## src/pin_irq_consts.vh

```
// register offsets, field masks and reset values for the pin interrupt block
// assumes a 32-bit axi4-lite slave with one aligned word per register
`ifndef PIN_IRQ_CONSTS_VH
`define PIN_IRQ_CONSTS_VH
`define OFF_R_OD_SEL 8'h00
`define OFF_RESERVED 8'h04
`define OFF_T_IRQ_EN 8'h08
`define OFF_T_FLAGS 8'h0c
`define OFF_S_IRQ_EN 8'h10
`define OFF_S_FLAGS 8'h14
`define OFF_AD_IRQ_EN 8'h18
`define OFF_AD_FLAGS 8'h1c
`define OFF_T_POL 8'h20
`define OFF_S_POL 8'h24
`define OFF_AD_DIN_EN 8'h28
`define OFF_R_DIR 8'h2c
`define OFF_R_DATA 8'h30
`define T_FLAG_MASK 8'h60
`define S_EN_MASK 8'h60
`define S_FLAG_MASK 8'h60
`define RST_BYTE 8'h00
`define RESP_OKAY 2'b00
`define RESP_SLVERR 2'b10
`endif

```

## src/pin_edge_irq.v

```verilog
// pin edge interrupt, wakeup flags and port r open-drain output control
// assumes pins are synchronous to aclk only after the local two-flop stage
`timescale 1ns/1ps
`include "pin_irq_consts.vh"

module pin_edge_irq (
  input wire aclk,
  input wire aresetn,
  input wire [7:0] awaddr,
  input wire [2:0] awprot,
  input wire awvalid,
  output reg awready,
  input wire [31:0] wdata,
  input wire [3:0] wstrb,
  input wire wvalid,
  output reg wready,
  output reg [1:0] bresp,
  output reg bvalid,
  input wire bready,
  input wire [7:0] araddr,
  input wire [2:0] arprot,
  input wire arvalid,
  output reg arready,
  output reg [31:0] rdata,
  output reg [1:0] rresp,
  output reg rvalid,
  input wire rready,
  input wire [7:0] port_t_pin_in,
  input wire [7:0] port_s_pin_in,
  input wire [7:0] analog_pin_in,
  output reg [7:0] port_r_pin_out,
  output reg [7:0] port_r_pin_oe_n,
  output reg irq
);

  reg [7:0] port_r_open_drain_select;
  reg [7:0] port_r_dir;
  reg [7:0] port_r_data;
  reg [7:0] port_t_irq_enable;
  reg [7:0] port_t_edge_flags;
  reg [7:0] port_s_irq_enable;
  reg [7:0] port_s_edge_flags;
  reg [7:0] analog_port_irq_enable;
  reg [7:0] analog_port_edge_flags;
  reg [7:0] port_t_edge_polarity;
  reg [7:0] port_s_edge_polarity;
  reg [7:0] analog_pin_digital_input_enable;

  // two-flop synchronisers and a third stage for edge history
  reg [7:0] t_s1, t_s2, t_s3;
  reg [7:0] s_s1, s_s2, s_s3;
  reg [7:0] a_s1, a_s2, a_s3;

  wire [7:0] t_edge;
  wire [7:0] s_edge;
  wire [7:0] a_edge;

  // axi write side
  reg aw_held;
  reg w_held;
  reg [7:0] aw_addr_q;
  reg [31:0] w_data_q;
  reg [3:0] w_strb_q;
  wire aw_take;
  wire w_take;
  wire wr_go;
  wire [7:0] wr_addr;
  wire [7:0] wr_byte;
  wire wr_lane0;

  assign aw_take = awvalid & awready;
  assign w_take = wvalid & wready;
  assign wr_go = (aw_held | aw_take) & (w_held | w_take) & ~bvalid;
  assign wr_addr = aw_held ? aw_addr_q : awaddr;
  assign wr_byte = w_held ? w_data_q[7:0] : wdata[7:0];
  assign wr_lane0 = w_held ? w_strb_q[0] : wstrb[0];

  // per-bit edge detectors on synchronised pins
  genvar gi;
  generate
    for (gi = 0; gi < 8; gi = gi + 1) begin : g_edge
      assign t_edge[gi] = port_t_edge_polarity[gi] ? (t_s2[gi] & ~t_s3[gi])
                                                   : (~t_s2[gi] & t_s3[gi]);
      assign s_edge[gi] = port_s_edge_polarity[gi] ? (s_s2[gi] & ~s_s3[gi])
                                                   : (~s_s2[gi] & s_s3[gi]);
      // falling only; digital input must be enabled for the pin to be seen
      assign a_edge[gi] = ~a_s2[gi] & a_s3[gi] & analog_pin_digital_input_enable[gi];
    end
  endgenerate

  function [7:0] flag_next;
    input [7:0] cur;
    input [7:0] evt;
    input [7:0] clr;
    // set wins over a clear in the same cycle
    begin
      flag_next = (cur & ~clr) | evt;
    end
  endfunction

  wire wr_sel_t_flags;
  wire wr_sel_s_flags;
  wire wr_sel_a_flags;
  wire [7:0] t_clr;
  wire [7:0] s_clr;
  wire [7:0] a_clr;
  assign wr_sel_t_flags = wr_go & wr_lane0 & (wr_addr == `OFF_T_FLAGS);
  assign wr_sel_s_flags = wr_go & wr_lane0 & (wr_addr == `OFF_S_FLAGS);
  assign wr_sel_a_flags = wr_go & wr_lane0 & (wr_addr == `OFF_AD_FLAGS);
  assign t_clr = wr_sel_t_flags ? wr_byte : `RST_BYTE;
  assign s_clr = wr_sel_s_flags ? wr_byte : `RST_BYTE;
  assign a_clr = wr_sel_a_flags ? wr_byte : `RST_BYTE;

  wire [7:0] next_t_flags;
  wire [7:0] next_s_flags;
  wire [7:0] next_a_flags;
  assign next_t_flags = flag_next(port_t_edge_flags, t_edge, t_clr) & `T_FLAG_MASK;
  assign next_s_flags = flag_next(port_s_edge_flags, s_edge, s_clr) & `S_FLAG_MASK;
  assign next_a_flags = flag_next(analog_port_edge_flags, a_edge, a_clr);

  wire next_irq;
  assign next_irq = |(next_t_flags & port_t_irq_enable) |
                    |(next_s_flags & port_s_irq_enable) |
                    |(next_a_flags & analog_port_irq_enable);

  always @(posedge aclk) begin
    if (!aresetn) begin
      t_s1 <= `RST_BYTE;
      t_s2 <= `RST_BYTE;
      t_s3 <= `RST_BYTE;
      s_s1 <= `RST_BYTE;
      s_s2 <= `RST_BYTE;
      s_s3 <= `RST_BYTE;
      a_s1 <= `RST_BYTE;
      a_s2 <= `RST_BYTE;
      a_s3 <= `RST_BYTE;
      port_t_edge_flags <= `RST_BYTE;
      port_s_edge_flags <= `RST_BYTE;
      analog_port_edge_flags <= `RST_BYTE;
      irq <= 1'b0;
    end else begin
      t_s1 <= port_t_pin_in;
      t_s2 <= t_s1;
      t_s3 <= t_s2;
      s_s1 <= port_s_pin_in;
      s_s2 <= s_s1;
      s_s3 <= s_s2;
      a_s1 <= analog_pin_in;
      a_s2 <= a_s1;
      a_s3 <= a_s2;
      port_t_edge_flags <= next_t_flags;
      port_s_edge_flags <= next_s_flags;
      analog_port_edge_flags <= next_a_flags;
      irq <= next_irq;
    end
  end

  // note: a pin held at reset level past release gives no edge, since history resets low
  // register writes; the reserved word and unmapped addresses store nothing
  always @(posedge aclk) begin
    if (!aresetn) begin
      port_r_open_drain_select <= `RST_BYTE;
      port_r_dir <= `RST_BYTE;
      port_r_data <= `RST_BYTE;
      port_t_irq_enable <= `RST_BYTE;
      port_s_irq_enable <= `RST_BYTE;
      analog_port_irq_enable <= `RST_BYTE;
      port_t_edge_polarity <= `RST_BYTE;
      port_s_edge_polarity <= `RST_BYTE;
      analog_pin_digital_input_enable <= `RST_BYTE;
    end else if (wr_go && wr_lane0) begin
      case (wr_addr)
        `OFF_R_OD_SEL: port_r_open_drain_select <= wr_byte;
        `OFF_R_DIR: port_r_dir <= wr_byte;
        `OFF_R_DATA: port_r_data <= wr_byte;
        `OFF_T_IRQ_EN: port_t_irq_enable <= wr_byte;
        `OFF_S_IRQ_EN: port_s_irq_enable <= wr_byte & `S_EN_MASK;
        `OFF_AD_IRQ_EN: analog_port_irq_enable <= wr_byte;
        `OFF_T_POL: port_t_edge_polarity <= wr_byte;
        `OFF_S_POL: port_s_edge_polarity <= wr_byte;
        `OFF_AD_DIN_EN: analog_pin_digital_input_enable <= wr_byte;
        default: port_r_data <= port_r_data;
      endcase
    end
  end

  // port r pin drivers; oe_n low means the pin is driven
  integer k;
  reg [7:0] next_pin_out;
  reg [7:0] next_oe_n;
  always @* begin
    next_pin_out = `RST_BYTE;
    next_oe_n = 8'hff;
    for (k = 0; k < 8; k = k + 1) begin
      if (port_r_dir[k]) begin
        if (port_r_open_drain_select[k]) begin
          next_pin_out[k] = 1'b0;
          next_oe_n[k] = port_r_data[k];
        end else begin
          next_pin_out[k] = port_r_data[k];
          next_oe_n[k] = 1'b0;
        end
      end else begin
        // input pins stay released whatever the open-drain bit says
        next_oe_n[k] = 1'b1;
      end
    end
  end

  always @(posedge aclk) begin
    if (!aresetn) begin
      port_r_pin_out <= `RST_BYTE;
      port_r_pin_oe_n <= 8'hff;
    end else begin
      port_r_pin_out <= next_pin_out;
      port_r_pin_oe_n <= next_oe_n;
    end
  end

  // write channel handshake: address and data taken in either order
  always @(posedge aclk) begin
    if (!aresetn) begin
      awready <= 1'b0;
      wready <= 1'b0;
      aw_held <= 1'b0;
      w_held <= 1'b0;
      aw_addr_q <= 8'h00;
      w_data_q <= 32'h0000_0000;
      w_strb_q <= 4'h0;
      bvalid <= 1'b0;
      bresp <= `RESP_OKAY;
    end else begin
      awready <= ~aw_held & ~aw_take & ~bvalid & ~wr_go;
      wready <= ~w_held & ~w_take & ~bvalid & ~wr_go;
      if (aw_take && !wr_go) begin
        aw_held <= 1'b1;
        aw_addr_q <= awaddr;
      end
      if (w_take && !wr_go) begin
        w_held <= 1'b1;
        w_data_q <= wdata;
        w_strb_q <= wstrb;
      end
      if (wr_go) begin
        aw_held <= 1'b0;
        w_held <= 1'b0;
        bvalid <= 1'b1;
        bresp <= (wr_addr[1:0] == 2'b00 && wr_addr <= `OFF_R_DATA) ? `RESP_OKAY
                                                                 : `RESP_SLVERR;
      end else if (bvalid && bready) begin
        bvalid <= 1'b0;
      end
    end
  end

  // read channel
  reg [7:0] rd_byte;
  reg rd_ok;
  always @* begin
    rd_ok = 1'b1;
    case (araddr)
      `OFF_R_OD_SEL: rd_byte = port_r_open_drain_select;
      `OFF_RESERVED: rd_byte = `RST_BYTE;
      `OFF_T_IRQ_EN: rd_byte = port_t_irq_enable;
      `OFF_T_FLAGS: rd_byte = port_t_edge_flags;
      `OFF_S_IRQ_EN: rd_byte = port_s_irq_enable;
      `OFF_S_FLAGS: rd_byte = port_s_edge_flags;
      `OFF_AD_IRQ_EN: rd_byte = analog_port_irq_enable;
      `OFF_AD_FLAGS: rd_byte = analog_port_edge_flags;
      `OFF_T_POL: rd_byte = port_t_edge_polarity;
      `OFF_S_POL: rd_byte = port_s_edge_polarity;
      `OFF_AD_DIN_EN: rd_byte = analog_pin_digital_input_enable;
      `OFF_R_DIR: rd_byte = port_r_dir;
      `OFF_R_DATA: rd_byte = port_r_data;
      default: begin
        rd_byte = `RST_BYTE;
        rd_ok = 1'b0;
      end
    endcase
  end

  always @(posedge aclk) begin
    if (!aresetn) begin
      arready <= 1'b0;
      rvalid <= 1'b0;
      rdata <= 32'h0000_0000;
      rresp <= `RESP_OKAY;
    end else begin
      arready <= ~rvalid & ~(arvalid & arready);
      if (arvalid && arready) begin
        rvalid <= 1'b1;
        rdata <= {24'h000000, rd_byte};
        rresp <= rd_ok ? `RESP_OKAY : `RESP_SLVERR;
      end else if (rvalid && rready) begin
        rvalid <= 1'b0;
      end
    end
  end

endmodule

```

## config.mk

```make
export PLATFORM = sky130hd
export DESIGN_NAME = pin_edge_irq
export DESIGN_NICKNAME = d
export VERILOG_FILES = /design/src/pin_edge_irq.v
export VERILOG_INCLUDE_DIRS = /design/src
export SDC_FILE = /design/constraint.sdc
export NUM_CORES = 1
export LEC_CHECK = 0
export BUFFER_PORTS_ARGS = -buffer_cell sky130_fd_sc_hd__buf_4
export CAP_MARGIN = 25
export CORE_MARGIN = 2
export CORE_UTILIZATION = 40
export CTS_BUF_LIST = sky130_fd_sc_hd__clkbuf_16
export DETAILED_ROUTE_END_ITERATION = 10
export SKIP_CTS_REPAIR_TIMING = 1
export SLEW_MARGIN = 20
export SYNTH_ARGS = -nofsm -noshare
export SYNTH_HDL_FRONTEND = slang
export SYNTH_SLANG_ARGS = --single-unit
```

## constraint.sdc

```tcl
create_clock -name aclk -period 2.3 [get_ports aclk]
set_clock_uncertainty 0.05 [all_clocks]
set_input_delay 0 -clock aclk [delete_from_list [all_inputs] [get_ports aclk]]
set_output_delay 0 -clock aclk [all_outputs]
set_load 0.01 [all_outputs]
```

==> results.ini <==
[floorplan]
ios = 147
core_um2 = 16600
fp.dieH_um = 134
start_util_pct = 41.0
dieArea_um2 = 18100
fp-row-count = 47
die_w_um = 134

[power_and_ir_drop]
pwr-share-clk_pct = 46.5
power_leakage_nw = 3.53
seqPwrFrac_pct = 45.1
p_switching_w = 0.00145
ir_worst_vdd_mv = 0.542
power.total_w = 0.00655
power_density_nw_per_um2 = 744
power_frac_comb_pct = 8.4
swShare_pct = 22.2
p_int_w = 0.00509

[timing]
tightest_slew_ps = 741
maxSlewHeadroom_pct = 50.4
min_period_ps = 2270
rsz0062_at_grt = true
fin_tns_setup_ps = 0
hold_viol = 0
max_freq_mhz = 441
maxSlewViolCount = 0
finalCritPeriodShare_pct = 98.5
setup_viol = 0

[clock_tree]
cts-root-buf = clkbuf_16
cts_max_path_buffers = 2
insertion_delay_ps = 430
numCtsBuffers = 17
htree_levels = 4
clkTransAtPathRegs_ps = 60
cts_tree = yes
cts_sinks = 165

[synth]
synthTopCellsByArea = dfxtp_1 49%, mux2i_1 6.6%, nor2_1 5.9%
synth-edff-count = 0
ys_seq_area_share_pct = 48.6
synth_xor_area_share_pct = 0
netlist_area_um2 = 6800
synth-simple-area-share_pct = 20.1
synth_top_family_by_area = simple AND/OR/NAND/NOR gates
async_flop_share_pct = 0
synth_cells = 708
yosys_warnings = 0
synth_top_area_share_pct = 48.6
synth_largest_area_cell = dfxtp_1
synth_compound_area_share_pct = 16.5
syn_avg_cell_area_um2 = 9.60
synthDistinctLibCells = 56
synth_fa_ha_area_share_pct = 0
synth.area.mux_share_pct = 8.49
synth-seq-cells = 165
ys.flop_type = dfxtp_1

[setup_path]
critPathKind = flop to flop
timing.critical_path.from_type = flop
cp.required_ps = 2560
crit_family = compound AO/OA/AOI/OAI gates
critPathArrivalTime_ps = 2530
crit_path_top_delay_cell = o41a_1
cp_cell_sequence = buf_12 > buf_4 > mux2i_2 > a32o_1 > nor4_1 > nand3_1 > a221o_1 > o41a_1
cp_max_fo = 6
critPathMaxStageDelay_ps = 390
crit_path_end_kind = flop
critPathBufInv = 2

[cells_and_area]
syn_to_final_growth_pct = 29.4
drive_gt1_share_pct = 21.0
fin_cells = 1080
final_core_util_pct = 53.1
antenna_cells = 0
n_fill_cell = 1541
final_nets = 936

[global_route]
grt.overflow.total = 0
grtUsageTotal_pct = 19.4
grt_pass1_wl_um = 27300
antenna_found_initial = 0
grt_max_degree = 101
grt_pass1_vias = 5177

[place]
post-place-cells = 1005
dp_hpwl_um = 12600
io_buffers = 75
gp_congestion = 0.899

[outcome]
status = finished, final reports clean

[hold_path]
hp-class = primary input to flop

[route]
drcViolationCount = 0
wl_per_cell_um = 16.3
routed_via_density = 5.26
drtPass1Iterations = 7
route.vias.total = 5678
routed_wl_um = 17600
antenna_left = 0
drtIter0Drc = 400

[flow_run]
cap_violations = 0

-- worst register-to-register path, cell delays in order (launching register included) --
cell     delay, ps
dfxtp_2        340
buf_12         140
buf_4          160
mux2i_2        180
a32o_1         220
nor4_1         260
nand3_1        120
a221o_1        300
o41a_1         390
-- sequential cells by signal (all words and copies together) (netlist names), 8 cells and up --
| name | cells |
|---|---|
| analog_port_edge_flags | 8 |
| port_r_pin_out | 8 |
| a_s1 | 8 |
| rdata | 8 |
| w_data_q | 8 |
| aw_addr_q | 8 |
| a_s3 | 8 |
| port_t_irq_enable | 8 |
| analog_pin_digital_input_enable | 8 |
| a_s2 | 8 |
| port_r_dir | 8 |
| port_r_open_drain_select | 8 |
| port_r_data | 8 |
| port_r_pin_oe_n | 8 |
| analog_port_irq_enable | 8 |
| port_t_edge_polarity | 8 |
| port_s_edge_polarity | 8 |
-- Yosys cell counts, types with 5 or more instances --
master	number
nand2_1	27
dfxtp_1	165
nand2b_1	6
a211oi_1	48
inv_1	17
a222oi_1	10
a221oi_1	6
and4b_1	8
o22ai_1	6
a22oi_1	17
buf_4	30
a21oi_1	17
nor2_1	106
o21a_1	5
o21ai_1	5
o21ai_0	21
clkbuf_1	19
and2_1	37
buf_2	6
mux2i_1	45
nor3_1	9
nand3b_1	12
mux2_2	8
nand3_1	21
-- per-layer routing --
layer	vias up	global-route usage, %	share of wire [%]
li1	2779	-	-
met1	2688	24.9	45
met2	178	31.8	48
met3	33	3.63	5.3
met4	0	8.60	2.3
met5	-	0	0
-- through the flow --
stage	area (µm²)	worst slack [ps]	hold WS (ps)
3_5_place_dp	7660	84.8	161
6_report	8800	33.6	35.1
4_1_cts	8300	75.1	-296
2_1_floorplan	6890	244	77.3
3_3_place_gp	7650	139	158
5_1_grt	8800	-33.5	60.4
-- power by group through the flow --
stage,registers [W],logic (W),clock network (W)
CTS,0.00295,0.000479,0.00311
finish,0.00295,0.000552,0.00304
detailed placement,0.00302,0.000478,0
global placement,0.00301,0.000469,0
global route,0.00296,0.000595,0.00324
floorplan,0.00301,0.000309,0
-- final timing paths --
check        cells after the start  slack (ps)                     to           startpoint
min                              4          40  rdata[6]$_SDFFE_PN0P_            araddr[5]
max                              8          30         irq$_SDFF_PN0_  w_held$_SDFFE_PP0P_
max reg2reg                      8          30         irq$_SDFF_PN0_  w_held$_SDFFE_PP0P_
min reg2reg                      1         380     a_s2[1]$_SDFF_PN0_   a_s1[1]$_SDFF_PN0_
-- placed cells by master, fill, tap and decap left out, drive strengths merged, types with 2 or more instances in the layout --
master | synthesis | routed
nand2 | 27 | 27
and4b | 8 | 8
a21oi | 17 | 17
conb | 1 | 26
or4 | 2 | 2
nor2 | 108 | 108
clkinv | 0 | 3
or2 | 2 | 2
a222oi | 10 | 10
o22ai | 6 | 6
a211oi | 48 | 48
buf | 40 | 116
dlygate4sd3 | 0 | 38
a31oi | 4 | 4
or4b | 3 | 3
bufinv | 0 | 5
clkinvlp | 0 | 2
o21ai | 26 | 26
mux2 | 8 | 8
nand2b | 7 | 7
nor4 | 7 | 7
mux2i | 46 | 46
a32o | 2 | 2
or3b | 2 | 2
nand3 | 21 | 21
nand3b | 12 | 12
o21a | 5 | 5
and2 | 37 | 37
nand4 | 2 | 2
dfxtp | 165 | 165
nor3b | 2 | 2
a221oi | 6 | 6
nor3 | 10 | 10
inv | 17 | 22
o211ai | 4 | 4
a22oi | 17 | 17
a22o | 4 | 4
clkbuf | 19 | 17
a21o | 3 | 3
o31ai | 2 | 2
-- layout make-up --
type	instances	area [µm²]	area share [%]
timing repair buffer	154	1300	14.7
multi-input combinational	492	3220	36.6
inverter	17	63.8	0.725
sequential	165	3300	37.6
clock inverter	15	213	2.42
clock buffer	17	425	4.83
tap	220	275	3.13
-- kinds of logic (layout without fill, tap and decap cells) --
family	after synthesis	in the layout
AND/OR/NAND/NOR	253	253
flip-flops	165	165
AO/OA/AOI/OAI	158	158
buffers and inverters	76	203
multiplexers	55	55
other	1	26
Note: power is estimated with default switching activity, not from simulation.
